## src/include/ovs_pkg.sv

```systemverilog
// Package of constants for the three-stage overvoltage block
package ovs_pkg;
  // Stage count and setting groups
  localparam int NUM_STAGES = 3;
  localparam int NUM_GROUPS = 4;
  localparam int GRP_W = 2;
  // Magnitude, threshold, hysteresis and timer widths, magnitudes in units of 0.1 percent of rated
  localparam int MAG_W = 12;
  localparam int THR_W = 8;
  localparam int HYS_W = 8;
  localparam int TIM_W = 15;
  // Threshold limits in percent of rated
  localparam logic [THR_W-1:0] THR_MIN = 8'h32;
  localparam logic [THR_W-1:0] THR_MAX_LOW = 8'h96;
  localparam logic [THR_W-1:0] THR_MAX_HIGH = 8'hA0;
  // Hysteresis limits in tenths of a percent, default three percent
  localparam logic [HYS_W-1:0] HYS_MIN = 8'h01;
  localparam logic [HYS_W-1:0] HYS_MAX = 8'hC8;
  localparam logic [HYS_W-1:0] HYS_DEF = 8'h1E;
  // Measurement limit 160 V and rated secondary knee 100 V, in volts
  localparam logic [7:0] MEAS_LIMIT_V = 8'hA0;
  localparam logic [7:0] RATED_KNEE_V = 8'h64;
  // Operate and release delays in 10 ms ticks, minima and steps
  localparam logic [TIM_W-1:0] OPD_MIN1 = 15'h0008;
  localparam logic [TIM_W-1:0] OPD_MIN2 = 15'h0006;
  localparam logic [TIM_W-1:0] OPD_MIN3 = 15'h0004;
  localparam logic [TIM_W-1:0] REL_MIN1 = 15'h0006;
  localparam logic [TIM_W-1:0] DLY_MAX = 15'h7530;
  localparam logic [TIM_W-1:0] STEP_EVEN = 15'h0002;
  // Timer tick: 10 ms at 125 MHz
  localparam int TICK_MS = 10;
  localparam int CLK_MHZ = 125;
  localparam int TICK_CYCLES = TICK_MS * 1000 * CLK_MHZ;
endpackage

```

## src/rtl/ovs_stage_logic.sv

```systemverilog
// Three definite-time overvoltage stages with groups, hysteresis and a release delay on stage one
`timescale 1ns/1ps
`default_nettype none

module ovs_stage_logic #(
  parameter int TICK_CYCLES = ovs_pkg::TICK_CYCLES
) (
  // Clock and reset
  input wire logic clk_sys,
  input wire logic reset,
  // Fundamental line-to-line magnitudes, 0.1 percent of rated per lsb
  input wire logic [ovs_pkg::MAG_W-1:0] lineVoltageFirst,
  input wire logic [ovs_pkg::MAG_W-1:0] lineVoltageSecond,
  input wire logic [ovs_pkg::MAG_W-1:0] lineVoltageThird,
  // Rated VT secondary in volts
  input wire logic [7:0] ratedSecondaryV,
  // Setting write port: stage, group, values, one-cycle strobe
  input wire logic setWrite,
  input wire logic [1:0] setStage,
  input wire logic [ovs_pkg::GRP_W-1:0] setGroup,
  input wire logic [ovs_pkg::THR_W-1:0] setThreshold,
  input wire logic [ovs_pkg::HYS_W-1:0] setHysteresis,
  input wire logic [ovs_pkg::TIM_W-1:0] setOperateDelay,
  input wire logic [ovs_pkg::TIM_W-1:0] setReleaseDelay,
  // Active group select
  input wire logic [ovs_pkg::GRP_W-1:0] activeGroup,
  // Stage outputs and write refusal flag
  output logic [2:0] stageStart,
  output logic [2:0] stageTrip,
  output logic setReject
);

  localparam int NS = ovs_pkg::NUM_STAGES;
  localparam int NG = ovs_pkg::NUM_GROUPS;

  // Settings memory, each stage and group; release delay per group only
  logic [ovs_pkg::THR_W-1:0] thrMem_q [NS][NG];
  logic [ovs_pkg::HYS_W-1:0] hysMem_q [NS][NG];
  logic [ovs_pkg::TIM_W-1:0] opdMem_q [NS][NG];
  logic [ovs_pkg::TIM_W-1:0] relMem_q [NG];

  // Tick divider
  logic [23:0] divCnt_q;
  logic tick;
  logic [ovs_pkg::MAG_W-1:0] vMax;
  logic [ovs_pkg::TIM_W-1:0] opTimer_q [NS];
  logic [ovs_pkg::TIM_W-1:0] relTimer_q;
  logic [NS-1:0] fault;
  logic [NS-1:0] faultHeld_q;
  logic writeOk;

  // Largest of the three line-to-line magnitudes; no line-to-neutral input exists
  always_comb begin
    vMax = lineVoltageFirst;
    if (lineVoltageSecond > vMax) begin
      vMax = lineVoltageSecond;
    end
    if (lineVoltageThird > vMax) begin
      vMax = lineVoltageThird;
    end
  end

  // One tick per 10 ms, the delay resolution
  always_ff @(posedge clk_sys or posedge reset) begin
    if (reset) begin
      divCnt_q <= 24'h000000;
    end else if (divCnt_q == 24'(TICK_CYCLES - 1)) begin
      divCnt_q <= 24'h000000;
    end else begin
      divCnt_q <= divCnt_q + 24'h000001;
    end
  end
  assign tick = (divCnt_q == 24'(TICK_CYCLES - 1));

  // Range check of a setting write; out-of-range writes are refused whole
  always_comb begin
    logic [ovs_pkg::THR_W-1:0] thrMax;
    logic [ovs_pkg::TIM_W-1:0] opdMin;
    logic oddStepOk;
    opdMin = ovs_pkg::OPD_MIN3;
    oddStepOk = 1'b0;
    thrMax = (setStage == 2'h2) ? ovs_pkg::THR_MAX_HIGH : ovs_pkg::THR_MAX_LOW;
    // Above 100 V secondary the 160 V measurement range caps stages two and three
    if (setStage != 2'h0 && ratedSecondaryV > ovs_pkg::RATED_KNEE_V) begin
      if (thrMax > 8'(({8'h00, ovs_pkg::MEAS_LIMIT_V} * 16'h0064) / {8'h00, ratedSecondaryV})) begin
        thrMax = 8'(({8'h00, ovs_pkg::MEAS_LIMIT_V} * 16'h0064) / {8'h00, ratedSecondaryV});
      end
    end
    unique case (setStage)
      2'h0: opdMin = ovs_pkg::OPD_MIN1;
      2'h1: opdMin = ovs_pkg::OPD_MIN2;
      default: opdMin = ovs_pkg::OPD_MIN3;
    endcase
    // Stage three steps by 10 ms, the others by 20 ms
    oddStepOk = (setStage == 2'h2) || (setOperateDelay[0] == 1'b0);
    writeOk = (setStage != 2'h3)
      && setThreshold >= ovs_pkg::THR_MIN && setThreshold <= thrMax
      && setHysteresis >= ovs_pkg::HYS_MIN && setHysteresis <= ovs_pkg::HYS_MAX
      && setOperateDelay >= opdMin && setOperateDelay <= ovs_pkg::DLY_MAX && oddStepOk
      && (setStage != 2'h0 || (setReleaseDelay >= ovs_pkg::REL_MIN1
      && setReleaseDelay <= ovs_pkg::DLY_MAX && setReleaseDelay[0] == 1'b0));
  end

  // Settings storage with documented-style defaults after reset
  always_ff @(posedge clk_sys or posedge reset) begin
    if (reset) begin
      for (int s = 0; s < NS; s++) begin
        for (int g = 0; g < NG; g++) begin
          thrMem_q[s][g] <= ovs_pkg::THR_MAX_LOW;
          hysMem_q[s][g] <= ovs_pkg::HYS_DEF;
          opdMem_q[s][g] <= ovs_pkg::DLY_MAX;
        end
      end
      for (int g = 0; g < NG; g++) begin
        relMem_q[g] <= ovs_pkg::REL_MIN1;
      end
    end else if (setWrite && writeOk) begin
      thrMem_q[setStage][setGroup] <= setThreshold;
      hysMem_q[setStage][setGroup] <= setHysteresis;
      opdMem_q[setStage][setGroup] <= setOperateDelay;
      if (setStage == 2'h0) begin
        relMem_q[setGroup] <= setReleaseDelay;
      end
    end
  end

  // Refused write flag, one cycle after the strobe
  always_ff @(posedge clk_sys or posedge reset) begin
    if (reset) begin
      setReject <= 1'b0;
    end else begin
      setReject <= setWrite && !writeOk;
    end
  end

  // Fault detection with hysteresis per stage
  // Compare vMax*1000 against thr*10*(1000-hys): exact in integers, no rounding drift
  always_comb begin
    logic [31:0] pick;
    logic [31:0] drop;
    pick = 32'h00000000;
    drop = 32'h00000000;
    fault = '0;
    for (int s = 0; s < NS; s++) begin
      pick = 32'(thrMem_q[s][activeGroup]) * 32'h0000000A;
      drop = pick * (32'h000003E8 - 32'(hysMem_q[s][activeGroup]));
      if (faultHeld_q[s]) begin
        fault[s] = (32'(vMax) * 32'h000003E8) >= drop;
      end else begin
        fault[s] = 32'(vMax) > pick;
      end
    end
  end

  // Held fault state per stage
  always_ff @(posedge clk_sys or posedge reset) begin
    if (reset) begin
      faultHeld_q <= '0;
    end else begin
      faultHeld_q <= fault;
    end
  end

  // Start outputs follow the fault state directly
  always_ff @(posedge clk_sys or posedge reset) begin
    if (reset) begin
      stageStart <= 3'h0;
    end else begin
      stageStart <= fault;
    end
  end

  // Operate timers, definite time per stage
  always_ff @(posedge clk_sys or posedge reset) begin
    if (reset) begin
      for (int s = 0; s < NS; s++) begin
        opTimer_q[s] <= '0;
      end
      relTimer_q <= '0;
    end else begin
      for (int s = 0; s < NS; s++) begin
        if (fault[s]) begin
          if (tick && opTimer_q[s] != ovs_pkg::DLY_MAX) begin
            opTimer_q[s] <= opTimer_q[s] + 15'h0001;
          end
        end else if (s == 0) begin
          // Stage one keeps the elapsed time until the release delay runs out
          if (relTimer_q >= relMem_q[activeGroup]) begin
            opTimer_q[s] <= '0;
          end
        end else begin
          opTimer_q[s] <= '0;
        end
      end
      if (fault[0]) begin
        relTimer_q <= '0;
      end else if (tick && relTimer_q < relMem_q[activeGroup]) begin
        relTimer_q <= relTimer_q + 15'h0001;
      end
    end
  end

  // Trip outputs; minimum setting trips after the built-in detection span only
  always_ff @(posedge clk_sys or posedge reset) begin
    if (reset) begin
      stageTrip <= 3'h0;
    end else begin
      for (int s = 0; s < NS; s++) begin
        // Minimum delay counts as instantaneous: trip at once on start
        stageTrip[s] <= fault[s] && (opTimer_q[s] >= opdMem_q[s][activeGroup]
          || opdMem_q[s][activeGroup] == (s == 0 ? ovs_pkg::OPD_MIN1
          : (s == 1 ? ovs_pkg::OPD_MIN2 : ovs_pkg::OPD_MIN3)));
      end
    end
  end
endmodule
`default_nettype wire

```

## config.mk

```make
export PLATFORM = sky130hd
export DESIGN_NAME = ovs_stage_logic
export DESIGN_NICKNAME = d
export VERILOG_FILES = /design/src/include/ovs_pkg.sv /design/src/rtl/ovs_stage_logic.sv
export SDC_FILE = /design/constraint.sdc
export NUM_CORES = 2
export LEC_CHECK = 0
export BUFFER_PORTS_ARGS = -buffer_cell sky130_fd_sc_hd__buf_4
export CORE_MARGIN = 3
export CORE_UTILIZATION = 44
export DETAILED_ROUTE_END_ITERATION = 10
export MAX_ROUTING_LAYER = met4
export PLACE_DENSITY = 0.58
export SETUP_SLACK_MARGIN = 0.02
export SLEW_MARGIN = 20
export SYNTH_ARGS = -nofsm -noshare
export SYNTH_HDL_FRONTEND = slang
export SYNTH_SLANG_ARGS = --single-unit
export TNS_END_PERCENT = 30
```

## constraint.sdc

```tcl
create_clock -name clk_sys -period 21.6 [get_ports clk_sys]
set_input_delay 5.4 -clock clk_sys [delete_from_list [all_inputs] [get_ports clk_sys]]
set_output_delay 5.4 -clock clk_sys [all_outputs]
set_load 0.02 [all_outputs]
```

# --- After elaboration in Yosys (flattened, before gate mapping) ---
# Cells that the tools add are included.
classes:
  n_addsub: 8
  n_mul: 7
  div: 1
  order_cmp: 28
  n_eq_ne: 13
  n_mux: 61
  bitwise: 5
  reduce_logical: 34
ops:
  columns: ["op", "n"]
  rows:
  - ["15-bit two-way mux", 18]
  - ["96-bit bitwise mux", 2]
  - ["180-bit bitwise mux", 1]
  - ["15-bit binary-select mux with 2-bit select", 4]
  - ["60-bit demux with 2-bit select", 1]
  - ["8-bit two-way mux", 15]
  - ["8-bit binary-select mux with 2-bit select", 6]
  - ["22-bit by 32-bit >= comparator with 1-bit output", 3]
  - ["11-bit by 32-bit multiplier with 31-bit output", 3]
  - ["15-bit >= comparator", 5]
  - ["32-bit demux with 2-bit select", 1]
  - ["15-bit by 1-bit adder with 15-bit output, second input constant", 4]
  - ["60-bit bitwise mux", 1]
  - ["12-bit > comparator", 5]
  - ["60-bit two-way mux", 1]
  - ["15-bit inequality test, second input constant", 3]
  - ["8-bit by 3-bit multiplier with 11-bit output, second input constant", 3]
  - ["10-bit by 8-bit subtractor with 11-bit output, first input constant", 3]
  - ["32-bit two-way mux", 1]
  - ["15-bit demux with 2-bit select", 1]
  - ["15-bit by 3-bit == test with 1-bit output, second input constant", 2]
  - ["15-bit <= comparator, second input constant", 2]
  - ["24-bit by 1-bit adder with 24-bit output, second input constant", 1]
  - ["24-bit by 21-bit == test with 1-bit output, second input constant", 1]
  - ["other kinds (31)", 70]
word_totals:
  ff_bits: 523
  in_bits: 99
  wordCells: 205

# --- Logic depth before layout (Yosys ltp) ---
depth:
  word_depth: 15
  mapped_depth: 163

# --- Worst setup path after synthesis ---
# Ideal clock, no wire load.
synth_timing:
  kind: "input port to flip-flop"
  start: "in ratedSecondaryV[0]"
  end: "reg hysMem_q[72] (netlist bit)"
  setup_ps: 125
  t_arrival_ps: 33156
  path_slack_ps: -11681
  stages: 150
  cell_sequence: "buf_6 clkbuf_1 inv_1 clkbuf_1 ha_1 clkbuf_1 nand3_1 nor2_1 ha_1 o21a_1 o2111ai_1 ha_1 a211oi_2 o21ai_1 or2_2 o21ai_0 ha_1 a21o_1 [... 114 more ...] inv_1 nand4_1 o31ai_2 or2b_2 o21ai_1 ha_1 nor2b_1 o21a_1 o21ai_0 nand2b_1 a21oi_1 o21ai_0 a211oi_1 and2_1 nand2_1 nor2_1 clkbuf_1 mux2_2"
synth_via:
  elab_chain_len: 13
  elab_cells_between_ends: 15
  cone_classes: "1 x div; 3 x order compare; 2 x mux; 9 x reduce/logical"
synth_lines:
  columns: ["item", "line", "rtl"]
  rows:
  - ["start, declared", "ovs_stage_logic.sv:16", "input wire logic [7:0] ratedSecondaryV,"]
  - ["14-bit by 8-bit divider with 16-bit output", "ovs_stage_logic.sv:85, ovs_stage_logic.sv:86", null]
  - ["8-bit > comparator", "ovs_stage_logic.sv:85", "if (thrMax > 8'(({8'h00, ovs_pkg::MEAS_LIMIT_V} * 16'h0064) / {8'h00, ratedSecondaryV})) begin"]
  - ["8-bit two-way mux", "ovs_stage_logic.sv:85", null]
  - ["8-bit two-way mux (*)", "ovs_stage_logic.sv:84", "if (setStage != 2'h0 && ratedSecondaryV > ovs_pkg::RATED_KNEE_V) begin"]
  - ["8-bit <= comparator (*)", "ovs_stage_logic.sv:97", "&& setThreshold >= ovs_pkg::THR_MIN && setThreshold <= thrMax"]
  - ["1-bit logical AND (*)", "ovs_stage_logic.sv:97", null]
  - ["1-bit logical AND (*) (2 in a row)", "ovs_stage_logic.sv:98", "&& setHysteresis >= ovs_pkg::HYS_MIN && setHysteresis <= ovs_pkg::HYS_MAX"]
  - ["1-bit logical AND (*) (3 in a row)", "ovs_stage_logic.sv:99", "&& setOperateDelay >= opdMin && setOperateDelay <= ovs_pkg::DLY_MAX && oddStepOk"]
  - ["1-bit logical AND (*)", "ovs_stage_logic.sv:100", "&& (setStage != 2'h0 || (setReleaseDelay >= ovs_pkg::REL_MIN1"]
  - ["1-bit logical AND (*)", "ovs_stage_logic.sv:117", "end else if (setWrite && writeOk) begin"]
  - ["end signal, assigned by index", "ovs_stage_logic.sv:110", "hysMem_q[s][g] <= ovs_pkg::HYS_DEF;"]
  - ["end signal, assigned by index", "ovs_stage_logic.sv:119", "hysMem_q[setStage][setGroup] <= setHysteresis;"]
  - ["end, declared", "ovs_stage_logic.sv:38", "logic [ovs_pkg::HYS_W-1:0] hysMem_q [NS][NG];"]
# Every way passes the cells marked *; elsewhere a longest branch is shown, timed or not.
# A chain may end at the register's enable or synchronous reset.

# --- Final worst setup path ---
layout_timing:
  start: "in ratedSecondaryV[0]"
  end: "reg opdMem_q[116] (netlist bit)"
layout_via:
  elab_chain_len: 13
  elab_cells_between_ends: 15
  cone_classes: "1 x div; 3 x order compare; 2 x mux; 9 x reduce/logical"
layout_lines:
  columns: ["item", "line", "rtl"]
  rows:
  - ["14-bit by 8-bit divider with 16-bit output", "ovs_stage_logic.sv:85, ovs_stage_logic.sv:86", null]
  - ["8-bit > comparator", "ovs_stage_logic.sv:85", null]
  - ["8-bit two-way mux", "ovs_stage_logic.sv:85", null]
  - ["8-bit two-way mux (*)", "ovs_stage_logic.sv:84", null]
  - ["8-bit <= comparator (*)", "ovs_stage_logic.sv:97", null]
  - ["1-bit logical AND (*)", "ovs_stage_logic.sv:97", null]
  - ["1-bit logical AND (*) (2 in a row)", "ovs_stage_logic.sv:98", null]
  - ["1-bit logical AND (*) (3 in a row)", "ovs_stage_logic.sv:99", null]
  - ["1-bit logical AND (*)", "ovs_stage_logic.sv:100", null]
  - ["1-bit logical AND (*)", "ovs_stage_logic.sv:117", null]
  - ["end signal, assigned by index", "ovs_stage_logic.sv:111", "opdMem_q[s][g] <= ovs_pkg::DLY_MAX;"]
  - ["end signal, assigned by index", "ovs_stage_logic.sv:120", "opdMem_q[setStage][setGroup] <= setOperateDelay;"]
  - ["end, declared", "ovs_stage_logic.sv:39", "logic [ovs_pkg::TIM_W-1:0] opdMem_q [NS][NG];"]
# Marked as above.

==> metrics.md <==
| Metric | Value |
|---|---|
| Adder-Cell Fraction of Synth Area | 0.258 |
| Hold path start | divCnt_q[0] |
| Final #Nets | 6013 |
| Critical path type | input pin to flip-flop |
| Worst Hold End | divCnt_q[0] |
| Final ANT Viol Nets | 0 |
| Distinct cell type count after synthesis | 96 |
| Number of synthesized register bits | 523 |
| Status | complete, but fails checks |
| Layout cell share with drive strength beyond 1 | 0.332 |
| RePlAce Congestion | 0.874 |
| Slowest CP cell | or4_4 |
| Post-synthesis sequential area ratio | 0.282 |
| Post-Synth Simple-Gate Area | 0.106 |
| First-pass GRT wire length | 200 mm |
| Syn Area/Cell | 10.5 um^2 |
| Vias per cell | 5.37 |
| WP data required | 22100 ps |
| Most frequent cells in the layout | 613 x buf_4, 532 x ha_1, 529 x inv_1, 335 x dfrtp_1, 257 x fa_1 |
| Fraction of registers with async set/reset | 1.00 |
| Number of global-route vias before repair | 36.5k |
| Drt pass-1 iters | 6 |
| Die H | 333 um |
| YS warnings | 0 |
| Die Wd | 333 um |
| Max-cap check violation count | 0 |
| Die Area | 111000 um^2 |
| RSZ-0062 raised after global routing | yes |
| Worst skew pair latency | 620 ps |
| Tcrit/Tclk final | 1.34 |
| Worst Hold Depth | 1 |
| Endpoints failing setup | 433 |
| WP data arrival | 29400 ps |
| Violated checks | negative setup slack |
| Routed len/inst | 19.3 um |
| Fmax | 0.0346 GHz |
| Largest fanout on the critical path | 5 |
| TritonCTS Buffers | 55 |
| Xor/xnor share of the synthesized area | 0.0401 |
| Reg2reg end | opTimer_q[36] |
| Final setup TNS | -3096670 ps |
| CTS tree | yes |
| Largest net degree at the start of global routing | 156 |
| Final hold vios | 0 |
| Startpoint types | input pin |
| Initial antenna violation count | 5 |
| DR vias | 35.2k |
| Post-Route WL | 126 mm |
| Commonest register cell after synthesis | dfrtp_1 |
| Setup slack, reg-to-reg | 10430 ps |
| Clk_skew | 36.9 ps |
| Worst Setup End Kind | flip-flop |
| Mapped Area | 47200 um^2 |
| Total track usage | 0.228 |
| Clk buf depth | 3 |
| First DRT Iteration DRCs | 1862 |
| Area of the core | 106000 um^2 |
| Starting Density | 0.446 |
| Min Clock Period, post-route | 28900 ps |
| Post-synth EDFFs | 0 |
| TritonCTS Sinks | 523 |
| CP most frequent cell | buf_4 |
| Std-Cell Rows | 119 |
| CTS H-Tree Depth | 2 |
| Worst setup margin | -7300 ps |
| Mux share of post-synthesis cell area | 0.164 |
| Critical Path Source | ratedSecondaryV[0] |
| Slew headroom | 0.249 |
| Post-Synthesis Cells | 4502 |
| Commonest non-fill, non-tap cell in the layout | buf_4 |
| Worst Hold Class | flip-flop to flip-flop |
| Peak per-stage delay on the critical path | 580 ps |
| Reg2Reg Launch Point | thrMem_q[73] |
| Synthesis-to-finish area growth | 23.1% |
| Total gr overflow | 0 |
| Clk slew on worst S/H paths | 60 ps |
| Worst Max-Slew Pin Slew | 1110 ps |
| Drt drc | 0 |
| Reg2Reg Depth | 40 |
| Root buffer cell | clkbuf_16 |
| Detailed placement HPWL | 92.6 mm |
| Syn Nets | 5419 |
| IO buf count | 105 |
| Pre-CTS setup slack | -8270 ps |
| Post-synthesis compound-gate area fraction | 0.0932 |
| Largest family of logic cells by synthesized area | adder cells |
| Slew Viols, Final | 0 |
| IO Pins | 106 |
[worst max-delay path: cells and delay by family]
family / cells / cell delay, ps
AO/OA/AOI/OAI: 57 / 9000
XOR/XNOR: 2 / 250
adder cells (fa/ha/maj): 16 / 4450
buffers and inverters: 22 / 2490
multiplexers: 6 / 1640
AND/OR/NAND/NOR: 44 / 6120
[per-stage QoR]
stage,hold WS (ps),utilization,area (um^2),std cells
6_report,458,0.549,58100,6540
4_1_cts,458,0.537,56800,6489
5_1_grt,476,0.549,58100,6538
3_3_place_gp,446,0.506,53600,6280
3_5_place_dp,450,0.506,53600,6280
2_1_floorplan,425,-,48300,4502
[how the worst max path moves through the flow]
stage / end / slack, ps / cells after the start
3_3_place_gp: hysMem_q[86] / -7830 / 145
4_1_cts: thrMem_q[70] / -6680 / 152
3_5_place_dp: hysMem_q[85] / -8270 / 150
6_report: opdMem_q[116] / -7300 / 147
5_1_grt: opdMem_q[114] / -8620 / 154
2_1_floorplan: thrMem_q[91] / -8720 / 155
[routing by layer]
layer | wire [um] | up-vias | global-route usage
li1 | - | 16800 | -
met2 | 61000 | 493 | 0.382
met5 | 0 | - | -
met1 | 58700 | 17700 | 0.307
met4 | 2310 | 0 | 0.0451
met3 | 4200 | 127 | 0.0181
[what timing repair did]
item,in CTS,in global routing
buffers inserted,100,35
endpoints found under the setup margin,433,433
gates resized for setup,106,183
hold endpoints to repair,0,0
pin swaps,65,35
hold buffers,0,0
gates cloned,7,11
[synth_stat cells, drive strengths merged, types with 8 or more instances]
cell type  count  area share
ha           561        0.15
inv          538       0.043
mux2         441        0.11
dfrtp        335        0.18
nand2        267       0.021
fa           257        0.11
nor2         227       0.018
dfstp        188        0.10
a21oi        183       0.020
xnor2        133       0.025
clkbuf       130       0.010
o21ai        130       0.014
mux4         105       0.050
a21o         102       0.016
xor2          83       0.015
nand2b        81       0.011
and2          77       0.010
nor2b         67      0.0089
nand4         62      0.0082
nand3         55      0.0059
o21bai        55      0.0088
nor3          48      0.0052
o21a          46      0.0073
mux2i         41      0.0089
nor4          33      0.0046
buf           25      0.0029
and3          23      0.0031
o31ai         19      0.0031
a31oi         16      0.0028
or3           16      0.0021
a211oi        13      0.0027
and4          12      0.0023
nand3b         8      0.0013
[cell type report]
| cell class | instances | area (um^2) |
|---|---|---|
| flip-flops and latches | 523 | 13300 |
| well taps | 1391 | 1740 |
| multi-input cells | 3282 | 33100 |
| inverters | 542 | 2060 |
| repair buffers | 692 | 5970 |
| diodes | 6 | 15.0 |
| fillers | 9266 | 47800 |
| clock inverters | 18 | 216 |
| clock buffers | 86 | 1660 |
[state kept, by name, summed over array words and instances (netlist names)]
name        cells
hysMem_q       96
relTimer_q     15
stageTrip       3
setReject       1
thrMem_q       96
opdMem_q      180
stageStart      3
relMem_q       60
divCnt_q       24
opTimer_q      45
[logic make-up (layout without fill, tap and decap cells)]
| logic type | Yosys count | in the layout |
|---|---|---|
| simple gates | 999 | 999 |
| fa+ha+maj | 818 | 818 |
| buf+inv | 697 | 1338 |
| compound gates | 662 | 662 |
| mux | 587 | 587 |
| flops | 523 | 523 |
| xor+xnor | 216 | 216 |
| other cells | 0 | 6 |
Power is not shown: default switching activity piles up to over one toggle a cycle in this logic, so the estimate is an artifact.
